File: src/inc/dppb_pkg.sv
// shared constants and types for the port b link control block
package dppb_pkg;
    // =========================================================
    // register map
    localparam logic [19:0] DPPB_CTL_OFS = 20'hE4100;
    localparam logic [31:0] DPPB_CTL_RESET = 32'h0000_0018;
    // writable bits: 31:19 and sync polarity 4:3
    localparam logic [31:0] DPPB_CTL_WMASK = 32'hFFF8_0018;
    localparam int DPPB_EN_BIT = 31;
    localparam int DPPB_SEL_BIT = 30;
    localparam int DPPB_PAT_LO = 28;
    localparam int DPPB_SW_LO = 25;
    localparam int DPPB_PE_LO = 22;
    localparam int DPPB_LW_LO = 19;
    localparam int DPPB_DET_BIT = 2;

    // =========================================================
    // field encodings
    typedef enum logic [1:0] {
        DPPB_TP1 = 2'h0,
        DPPB_TP2 = 2'h1,
        DPPB_IDLE = 2'h2,
        DPPB_NORMAL = 2'h3
    } dppb_pat_e;
    localparam logic [2:0] DPPB_LW_X1 = 3'h0;
    localparam logic [2:0] DPPB_LW_X2 = 3'h1;
    localparam logic [2:0] DPPB_LW_X4 = 3'h3;
    localparam logic [3:0] DPPB_LM_X1 = 4'h1;
    localparam logic [3:0] DPPB_LM_X2 = 4'h3;
    localparam logic [3:0] DPPB_LM_X4 = 4'hF;
    localparam logic [2:0] DPPB_LVL_MAX = 3'h3;

    // =========================================================
    // link symbols and sequence lengths
    localparam logic [7:0] DPPB_D10_2 = 8'h4A;
    localparam logic [7:0] DPPB_D11_6 = 8'hCB;
    localparam logic [7:0] DPPB_K28_5 = 8'hBC;
    localparam logic [7:0] DPPB_VBID_NOVID = 8'h08;
    localparam logic [3:0] DPPB_TP2_LEN = 4'hA;
    localparam logic [3:0] DPPB_TP2_HEAD = 4'h4;
    localparam logic [3:0] DPPB_IDLE_LEN = 4'hA;
    localparam int DPPB_LANES = 4;

    typedef struct packed {
        logic [7:0] data;
        logic k;
    } dppb_sym_s;
endpackage

File: src/hdl/dppb_link_ctl.sv
// port b control register, vblank update and link symbol output
`timescale 1ns/1ns
module dppb_link_ctl
    import dppb_pkg::*;
#(
    parameter int SYM_DIV = 4,
    parameter int FIFO_DEPTH = 8
) (
    input wire logic mclk,
    input wire logic rst,
    input wire logic reg_wr,
    input wire logic reg_rd,
    input wire logic [19:0] reg_addr,
    input wire logic [31:0] reg_wdata,
    output logic [31:0] reg_rdata,
    output logic reg_rack,
    input wire logic vblank,
    input wire logic det_strap,
    input wire logic [31:0] tca_data,
    input wire logic tca_valid,
    input wire logic [31:0] tcb_data,
    input wire logic tcb_valid,
    output logic src_ready,
    output logic src_from_b,
    output dppb_pkg::dppb_sym_s [DPPB_LANES-1:0] lane_sym,
    output logic [DPPB_LANES-1:0] lane_oe,
    output logic [2:0] vswing,
    output logic [2:0] preemph,
    output logic scr_init,
    output logic port_b_on
);
    localparam int DW = $clog2(SYM_DIV + 1);
    localparam logic [DW-1:0] DIV_LAST = DW'(SYM_DIV - 1);

    // =========================================================
    // state
    logic [31:0] ctl_q;
    logic det_q, det_done_q;
    logic [31:0] rdata_q;
    logic rack_q;
    logic vb_q;
    logic port_on_q, tc_sel_q;
    logic [2:0] lane_cnt_q, swing_q, pe_q;
    dppb_pat_e cur_pat_q;
    logic [DW-1:0] div_q;
    logic tick_q;
    logic scr_q;
    dppb_sym_s [DPPB_LANES-1:0] lane_q;
    logic [DPPB_LANES-1:0] oe_q;

    // =========================================================
    // register decode
    wire hit = reg_addr == DPPB_CTL_OFS;
    wire ctl_wr = reg_wr && hit;
    wire [31:0] ctl_rd = ctl_q | ({31'h0, det_q} << DPPB_DET_BIT);
    wire [1:0] f_pat = ctl_q[DPPB_PAT_LO +: 2];
    wire [2:0] f_sw = ctl_q[DPPB_SW_LO +: 3];
    wire [2:0] f_pe = ctl_q[DPPB_PE_LO +: 3];
    wire [2:0] f_lw = ctl_q[DPPB_LW_LO +: 3];
    wire f_en = ctl_q[DPPB_EN_BIT];
    wire f_sel = ctl_q[DPPB_SEL_BIT];
    // edge of the blank level; applied state lands one clock after it
    wire vb_rise = vblank && !vb_q;

    // register write and read answer; unmapped reads return zero
    always_ff @(posedge mclk) begin
        if (rst) begin
            ctl_q <= DPPB_CTL_RESET;
            rdata_q <= '0;
            rack_q <= 1'b0;
        end else begin
            if (ctl_wr) begin
                ctl_q <= reg_wdata & DPPB_CTL_WMASK;
            end
            rack_q <= reg_rd;
            rdata_q <= (reg_rd && hit) ? ctl_rd : '0;
        end
    end

    // detect strap caught once, the first cycle after reset release
    always_ff @(posedge mclk) begin
        if (rst) begin
            det_q <= 1'b0;
            det_done_q <= 1'b0;
        end else if (!det_done_q) begin
            det_q <= det_strap;
            det_done_q <= 1'b1;
        end
    end

    // =========================================================
    // vblank-timed port state; drive levels applied at once
    wire lw_legal = (f_lw == DPPB_LW_X1) || (f_lw == DPPB_LW_X2)
                 || (f_lw == DPPB_LW_X4);
    wire turning_on = vb_rise && f_en && !port_on_q;

    // select applied at vblank, only when enabled
    // lane count only loaded as the port turns on
    always_ff @(posedge mclk) begin
        if (rst) begin
            vb_q <= 1'b0;
            port_on_q <= 1'b0;
            tc_sel_q <= 1'b0;
            lane_cnt_q <= DPPB_LW_X1;
        end else begin
            vb_q <= vblank;
            if (vb_rise) begin
                port_on_q <= f_en;
            end
            if (vb_rise && f_en) begin
                tc_sel_q <= f_sel;
            end
            // reserved lane codes leave the last legal width
            if (turning_on && lw_legal) begin
                lane_cnt_q <= f_lw;
            end
        end
    end

    // reserved level codes keep the previous level
    always_ff @(posedge mclk) begin
        if (rst) begin
            swing_q <= '0;
            pe_q <= '0;
        end else begin
            if (f_sw <= DPPB_LVL_MAX) begin
                swing_q <= f_sw;
            end
            if (f_pe <= DPPB_LVL_MAX) begin
                pe_q <= f_pe;
            end
        end
    end

    // =========================================================
    // link symbol rate: one enable pulse every SYM_DIV clocks
    always_ff @(posedge mclk) begin
        if (rst || !port_on_q) begin
            div_q <= '0;
            tick_q <= 1'b0;
        end else begin
            div_q <= (div_q == DIV_LAST) ? '0 : div_q + 1'b1;
            tick_q <= div_q == DIV_LAST;
        end
    end

    // =========================================================
    // pattern sequencing
    dppb_sym_s gen_sym;
    logic gen_end;

    dppb_patgen u_patgen (
        .mclk(mclk),
        .rst(rst || !port_on_q),
        .tick(tick_q),
        .pat(cur_pat_q),
        .sym(gen_sym),
        .seq_end(gen_end)
    );

    wire pat_step = tick_q && gen_end;
    wire tp2_leave = pat_step && cur_pat_q == DPPB_TP2
                  && dppb_pat_e'(f_pat) != DPPB_TP2;

    // pattern field taken at a sequence boundary, or on any cycle while disabled
    // init pulse as the final pattern 2 pass completes
    always_ff @(posedge mclk) begin
        if (rst) begin
            cur_pat_q <= DPPB_TP1;
            scr_q <= 1'b0;
        end else begin
            if (!port_on_q || pat_step) begin
                cur_pat_q <= dppb_pat_e'(f_pat);
            end
            scr_q <= port_on_q && tp2_leave;
        end
    end

    // =========================================================
    // pixel path through the fifo
    logic [31:0] pix_data;
    logic pix_valid;
    logic fifo_ready;
    wire is_normal = cur_pat_q == DPPB_NORMAL;
    // pixels are drained only in normal transmission
    wire pix_pop = port_on_q && is_normal && tick_q && pix_valid;
    wire [31:0] src_data = tc_sel_q ? tcb_data : tca_data;
    wire src_valid = port_on_q && (tc_sel_q ? tcb_valid : tca_valid);

    // eight words absorb the symbol-rate gaps; both sources see ready
    // limitation: words left at disable go out after the next enable
    dppb_fifo #(
        .WIDTH(32),
        .DEPTH(FIFO_DEPTH)
    ) u_fifo (
        .mclk(mclk),
        .rst(rst),
        .in_valid(src_valid),
        .in_data(src_data),
        .in_ready(fifo_ready),
        .out_valid(pix_valid),
        .out_ready(pix_pop),
        .out_data(pix_data)
    );

    // =========================================================
    // lane drivers
    // lane mask from the locked lane count
    wire [DPPB_LANES-1:0] lane_mask =
        (lane_cnt_q == DPPB_LW_X4) ? DPPB_LM_X4 :
        (lane_cnt_q == DPPB_LW_X2) ? DPPB_LM_X2 : DPPB_LM_X1;

    genvar gi;
    generate
        for (gi = 0; gi < DPPB_LANES; gi++) begin : g_lane
            // same pattern symbol on every lane, pixel bytes split
            wire dppb_sym_s pix_sym = '{data: pix_data[8*gi +: 8], k: 1'b0};
            always_ff @(posedge mclk) begin
                if (rst || !port_on_q) begin
                    lane_q[gi] <= '0;
                end else if (tick_q && !is_normal) begin
                    lane_q[gi] <= gen_sym;
                end else if (pix_pop) begin
                    lane_q[gi] <= pix_sym;
                end
            end
        end
    endgenerate

    // output enables follow the port state, all off when disabled
    always_ff @(posedge mclk) begin
        if (rst || !port_on_q) begin
            oe_q <= '0;
        end else begin
            oe_q <= lane_mask;
        end
    end

    // =========================================================
    // outputs
    assign reg_rdata = rdata_q;
    assign reg_rack = rack_q;
    assign src_ready = fifo_ready;
    assign src_from_b = tc_sel_q;
    assign lane_sym = lane_q;
    assign lane_oe = oe_q;
    assign vswing = swing_q;
    assign preemph = pe_q;
    assign scr_init = scr_q;
    assign port_b_on = port_on_q;
endmodule

File: src/hdl/dppb_fifo.sv
// pixel word fifo with registered input ready
`timescale 1ns/1ns
module dppb_fifo #(
    parameter int WIDTH = 32,
    parameter int DEPTH = 8
) (
    input wire logic mclk,
    input wire logic rst,
    input wire logic in_valid,
    input wire logic [WIDTH-1:0] in_data,
    output logic in_ready,
    output logic out_valid,
    input wire logic out_ready,
    output logic [WIDTH-1:0] out_data
);
    localparam int AW = $clog2(DEPTH);
    localparam int CW = $clog2(DEPTH + 1);
    localparam logic [CW-1:0] FULL_CNT = CW'(DEPTH);
    localparam logic [AW-1:0] LAST_PTR = AW'(DEPTH - 1);

    logic [WIDTH-1:0] mem_q [DEPTH];
    logic [AW-1:0] wr_q, rd_q;
    logic [CW-1:0] cnt_q, cnt_d;
    logic ready_q;
    wire push = in_valid && ready_q;
    wire pop = out_valid && out_ready;

    // ready is a flop, so it must look at the next count
    assign cnt_d = cnt_q + CW'(push) - CW'(pop);
    assign in_ready = ready_q;
    assign out_valid = cnt_q != '0;
    assign out_data = mem_q[rd_q];

    // =========================================================
    // storage and pointers
    always_ff @(posedge mclk) begin
        if (push) begin
            mem_q[wr_q] <= in_data;
        end
    end

    always_ff @(posedge mclk) begin
        if (rst) begin
            wr_q <= '0;
            rd_q <= '0;
            cnt_q <= '0;
            ready_q <= 1'b0;
        end else begin
            if (push) begin
                wr_q <= (wr_q == LAST_PTR) ? '0 : wr_q + 1'b1;
            end
            if (pop) begin
                rd_q <= (rd_q == LAST_PTR) ? '0 : rd_q + 1'b1;
            end
            cnt_q <= cnt_d;
            ready_q <= cnt_d != FULL_CNT;
        end
    end
endmodule

File: src/hdl/dppb_patgen.sv
// training and idle symbol sequencer
`timescale 1ns/1ns
module dppb_patgen
    import dppb_pkg::*;
(
    input wire logic mclk,
    input wire logic rst,
    input wire logic tick,
    input dppb_pkg::dppb_pat_e pat,
    output dppb_pkg::dppb_sym_s sym,
    output logic seq_end
);
    logic [3:0] idx_q;
    wire is_tp2 = pat == DPPB_TP2;
    wire is_idle = pat == DPPB_IDLE;
    wire [3:0] last_idx = is_tp2 ? DPPB_TP2_LEN - 4'h1
                                 : DPPB_IDLE_LEN - 4'h1;

    // single-symbol patterns end on every symbol
    assign seq_end = !(is_tp2 || is_idle) || (idx_q == last_idx);

    wire tp2_k = is_tp2 && (idx_q < DPPB_TP2_HEAD) && !idx_q[0];
    wire tp2_d11 = is_tp2 && (idx_q < DPPB_TP2_HEAD) && idx_q[0];
    assign sym.k = tp2_k || (is_idle && !idx_q[0]);
    assign sym.data = sym.k ? DPPB_K28_5
                    : tp2_d11 ? DPPB_D11_6
                    : is_idle ? DPPB_VBID_NOVID
                    : DPPB_D10_2;

    // position counter, advanced once per link symbol
    always_ff @(posedge mclk) begin
        if (rst) begin
            idx_q <= '0;
        end else if (tick) begin
            idx_q <= seq_end ? '0 : idx_q + 4'h1;
        end
    end
endmodule

File: config.mk
export PLATFORM = sky130hd
export DESIGN_NAME = dppb_link_ctl
export DESIGN_NICKNAME = d
export VERILOG_FILES = /design/src/inc/dppb_pkg.sv /design/src/hdl/dppb_link_ctl.sv /design/src/hdl/dppb_fifo.sv /design/src/hdl/dppb_patgen.sv
export SDC_FILE = /design/constraint.sdc
export NUM_CORES = 1
export LEC_CHECK = 0
export BUFFER_PORTS_ARGS = -buffer_cell sky130_fd_sc_hd__buf_4
export CORE_ASPECT_RATIO = 1.4
export CORE_UTILIZATION = 25
export DETAILED_ROUTE_END_ITERATION = 10
export HOLD_SLACK_MARGIN = 0.12
export SLEW_MARGIN = 20
export SYNTH_ARGS = -nofsm -noshare
export SYNTH_HDL_FRONTEND = slang
export SYNTH_SLANG_ARGS = --single-unit
File: constraint.sdc
create_clock -name mclk -period 4.95 [get_ports mclk]
set_input_delay 0.495 -clock mclk [delete_from_list [all_inputs] [get_ports mclk]]
set_output_delay 0.495 -clock mclk [all_outputs]
set_load 0.02 [all_outputs]
==> run metrics <==
cell repeated most along the worst path nand2_1; Worst Tran Pin Value 1.08 ns; worst relative slew slack 27.8%; Final Worst Setup Slack 2.16 ns; area share of the largest cell type after synthesis 53.6%; dominant cell type by area after synthesis edfxtp_1; crit path time final 2.79 ns; met2 WL 16800 µm; yosys warns 0; RR Startpoint port_b_on; P&R area growth vs syn 22.7%; root buffer cell clkbuf_16; Worst Path Max Fanout 21; CTS tree built; RSZ-0062 raised after global routing false; syn_area_per_cell 16.6 µm²; worst path bufs/invs 1; Starting Density 25.4%; async set-reset flop share out of synthesis 0%; postcts setup bufs 0; total track usage 11.2%; WL/cell 17.9 µm; met3 WL 1840 µm; Setup Slack @ Placement 1.96 ns; worst endpoint required time 5.17 ns; layout cells sized above 1 33.2%; hold worst-path end det_q; Max Slew Vio Count 0; fin crit share 56.4%; CP top delay family simple AND/OR/NAND/NOR gates; remaining antenna violation count 0; final wirelength 32500 µm; H-tree Lvls 2; Final Hold Fails 0; R2R Setup Slk 2.16 ns; number of DRC markers in iteration 0 503; Clk Latency, worst-skew pair 0.55 ns; post-synthesis register bit count 363; Worst Hold Class primary input to flop; std cell rows 103; core box area 56600 µm²; first-pass GRT wire length 48800 µm; power density over the cells 353 nW/µm²; CP peak stage delay 0.76 ns; Top Layer Used met4; Final setup violation count 0; final net count 1188; antenna cell count 0; EDFF count, synth 256; Max-cap violations 0; hold_ws 0.183 ns; number of cells on the worst hold path 3; largest net degree at the start of global routing 51; worst r2r path cells 5; fillcell total 5495; Most used DFF post-synth edfxtp_1; cts bufs inserted 39; Worst EP arrival 3.01 ns; Cells after Synth 863; PostCTS Resize Cnt 0; M1 wire length 13000 µm; die area 58400 µm²; clk slew on worst S/H paths 0.06 ns; die height 285 µm; Hold Startpoint det_strap; Finished Layout Cells 1812; CP cell instances nand2_1 > nor2_1 > nand2_1 > nor2_4 > buf_4; vias 7892; HPWL Detailed 20000 µm; Slowest cell on crit path nor2_4; Setup TNS Final 0 ns; placed instance count 1740; gr ovfl total 0; Clock Tree Buf Depth 3; WS Path Type flop to flop; Max VDD drop 229 µV; top area cells in the synthesized netlist edfxtp_1 (54%), dfxtp_1 (15%), mux4_2 (7.5%), mux2i_1 (3.5%), mux2_2 (3.2%); RD Place Congestion 0.708; die width 204 µm; Seq/Total Area, Yosys 68.5%; DR pass1 iterations 5; vias per cell 4.36; distinct cell type count after synthesis 59; Worst Setup End Kind flop; I/O pin total 207; CP Launch Type flop; skew final 0.0242 ns; mapped cell area 14400 µm²; vias in the first global route 8195; initial antenna violation count 0; status complete, no violations; FF-to-FF End u_fifo.mem_q[7][12]; CTS Sinks 363; Leakage 0.00598 µW; Post-route DRC 0; IO buf count 173; FMAX 0.358 GHz; Post-CTS Hold Buffers 0
## placed cells by master, fill, tap and decap left out, types with 4 or more instances in the layout
cell type,instances
xor2_1,4
nor3_1,4
nand3_1,4
mux4_1,13
mux4_2,48
edfxtp_1,256
ha_1,16
clkinv_2,7
clkbuf_8,4
clkbuf_1,11
and2_1,18
mux2i_1,50
a31oi_1,7
conb_1,16
nand2_1,54
inv_1,19
mux2_2,41
a21oi_1,21
o21ai_0,23
clkbuf_16,42
buf_4,189
nor2_1,38
and3_1,5
a22oi_1,4
nor3b_1,4
o22ai_1,15
nor3b_2,5
nand2b_1,4
dfxtp_1,103
## worst register-to-register path: stages, from the launching register on
cell and delay [ns]:
dfxtp_1 0.56, nand2_1 0.15, nor2_1 0.35, nand2_1 0.27, nor2_4 0.76, buf_4 0.37
## metrics by stage
stage	utilization [%]	area, µm²	power [µW]
finish	31.1	17600	6220
global placement	28.9	16300	3440
CTS	31.1	17600	6300
floorplan	-	14400	3370
global route	31.1	17600	6410
detailed placement	28.9	16300	3450
## metal layers
layer / GRT usage, % / up-vias
li1: - / 3641
met1: 13.2 / 3956
met2: 20.0 / 249
met3: 2.51 / 46
met4: 3.66 / 0
met5: 0 / -
## worst max-delay path by stage
stage | startpoint | to | depth (start not counted)
final | port_b_on | u_fifo.mem_q[7][12] | 5
after detailed placement | rst | lane_sym[28] | 6
after global placement | rst | lane_sym[12] | 6
after floorplan | src_from_b | u_fifo.mem_q[6][0] | 5
after global routing | port_b_on | u_fifo.mem_q[7][12] | 5
after CTS | port_b_on | u_fifo.mem_q[7][12] | 5
## where the power goes
group	switching (µW)	total, µW	leakage (µW)	internal [µW]
logic	66.7	134	0.00220	67.6
registers	1.01	3250	0.00317	3250
clock network	1170	2840	0.000619	1670
total	1240	6220	0.00598	4980
## synthesized netlist by cell type (2+ instances only)
cell type / instances
clkbuf_1: 7
buf_1: 8
buf_6: 7
nand3_1: 4
mux2i_1: 50
nor3_1: 6
nor4_1: 3
and3_1: 5
nor2_1: 40
buf_12: 2
a22oi_1: 4
o2111ai_1: 3
ha_1: 16
nor3b_1: 8
nand2b_1: 4
a31oi_1: 7
nor2b_1: 2
buf_4: 22
mux2_2: 41
nor3_4: 2
a21oi_1: 21
xor2_1: 4
mux4_2: 48
buf_2: 10
edfxtp_1: 256
inv_1: 19
o22ai_1: 15
and2_1: 18
nand4_1: 2
dfxtp_1: 107
o21ai_0: 23
clkbuf_8: 5
o31a_1: 3
nand2_1: 54
mux4_1: 13
## registers in the layout, summed over array words and instances (netlist names), 2 cells and up, named ones only
register        cells
u_fifo.mem_q      256
lane_sym           33
reg_rdata          16
ctl_q              15
u_fifo.cnt_q        4
u_patgen.idx_q      4
div_q               3
lane_cnt_q          3
lane_oe             3
preemph             3
u_fifo.rd_q         3
u_fifo.wr_q         3
vswing              3
cur_pat_q           2
## logic make-up (layout without fill, tap and decap cells)
logic type                 Yosys count  count (layout)  share of synthesized area (%)
AOI/OAI and AO/OA                   83              83                           3.59
xor gates and xnor gates             5               5                          0.305
adders and majority gates           17              17                           1.53
buffers and inverters               81             280                           3.73
DFF                                363             363                           68.5
muxes                              152             152                           16.6
other                                1              16                         0.0261
and+or+nand+nor                    161             161                           5.70
## layout make-up
| class | instances | area [µm²] | share of cell area [%] |
|---|---|---|---|
| Sequential cell | 363 | 9840 | 55.9 |
| Multi-Input combinational cell | 434 | 4090 | 23.2 |
| Timing Repair Buffer | 190 | 1440 | 8.17 |
| Clock buffer | 57 | 1150 | 6.52 |
| Tap cell | 735 | 920 | 5.22 |
| Clock inverter | 14 | 106 | 0.604 |
| Inverter | 19 | 71.3 | 0.405 |
Power figures use the tool's default switching activity.
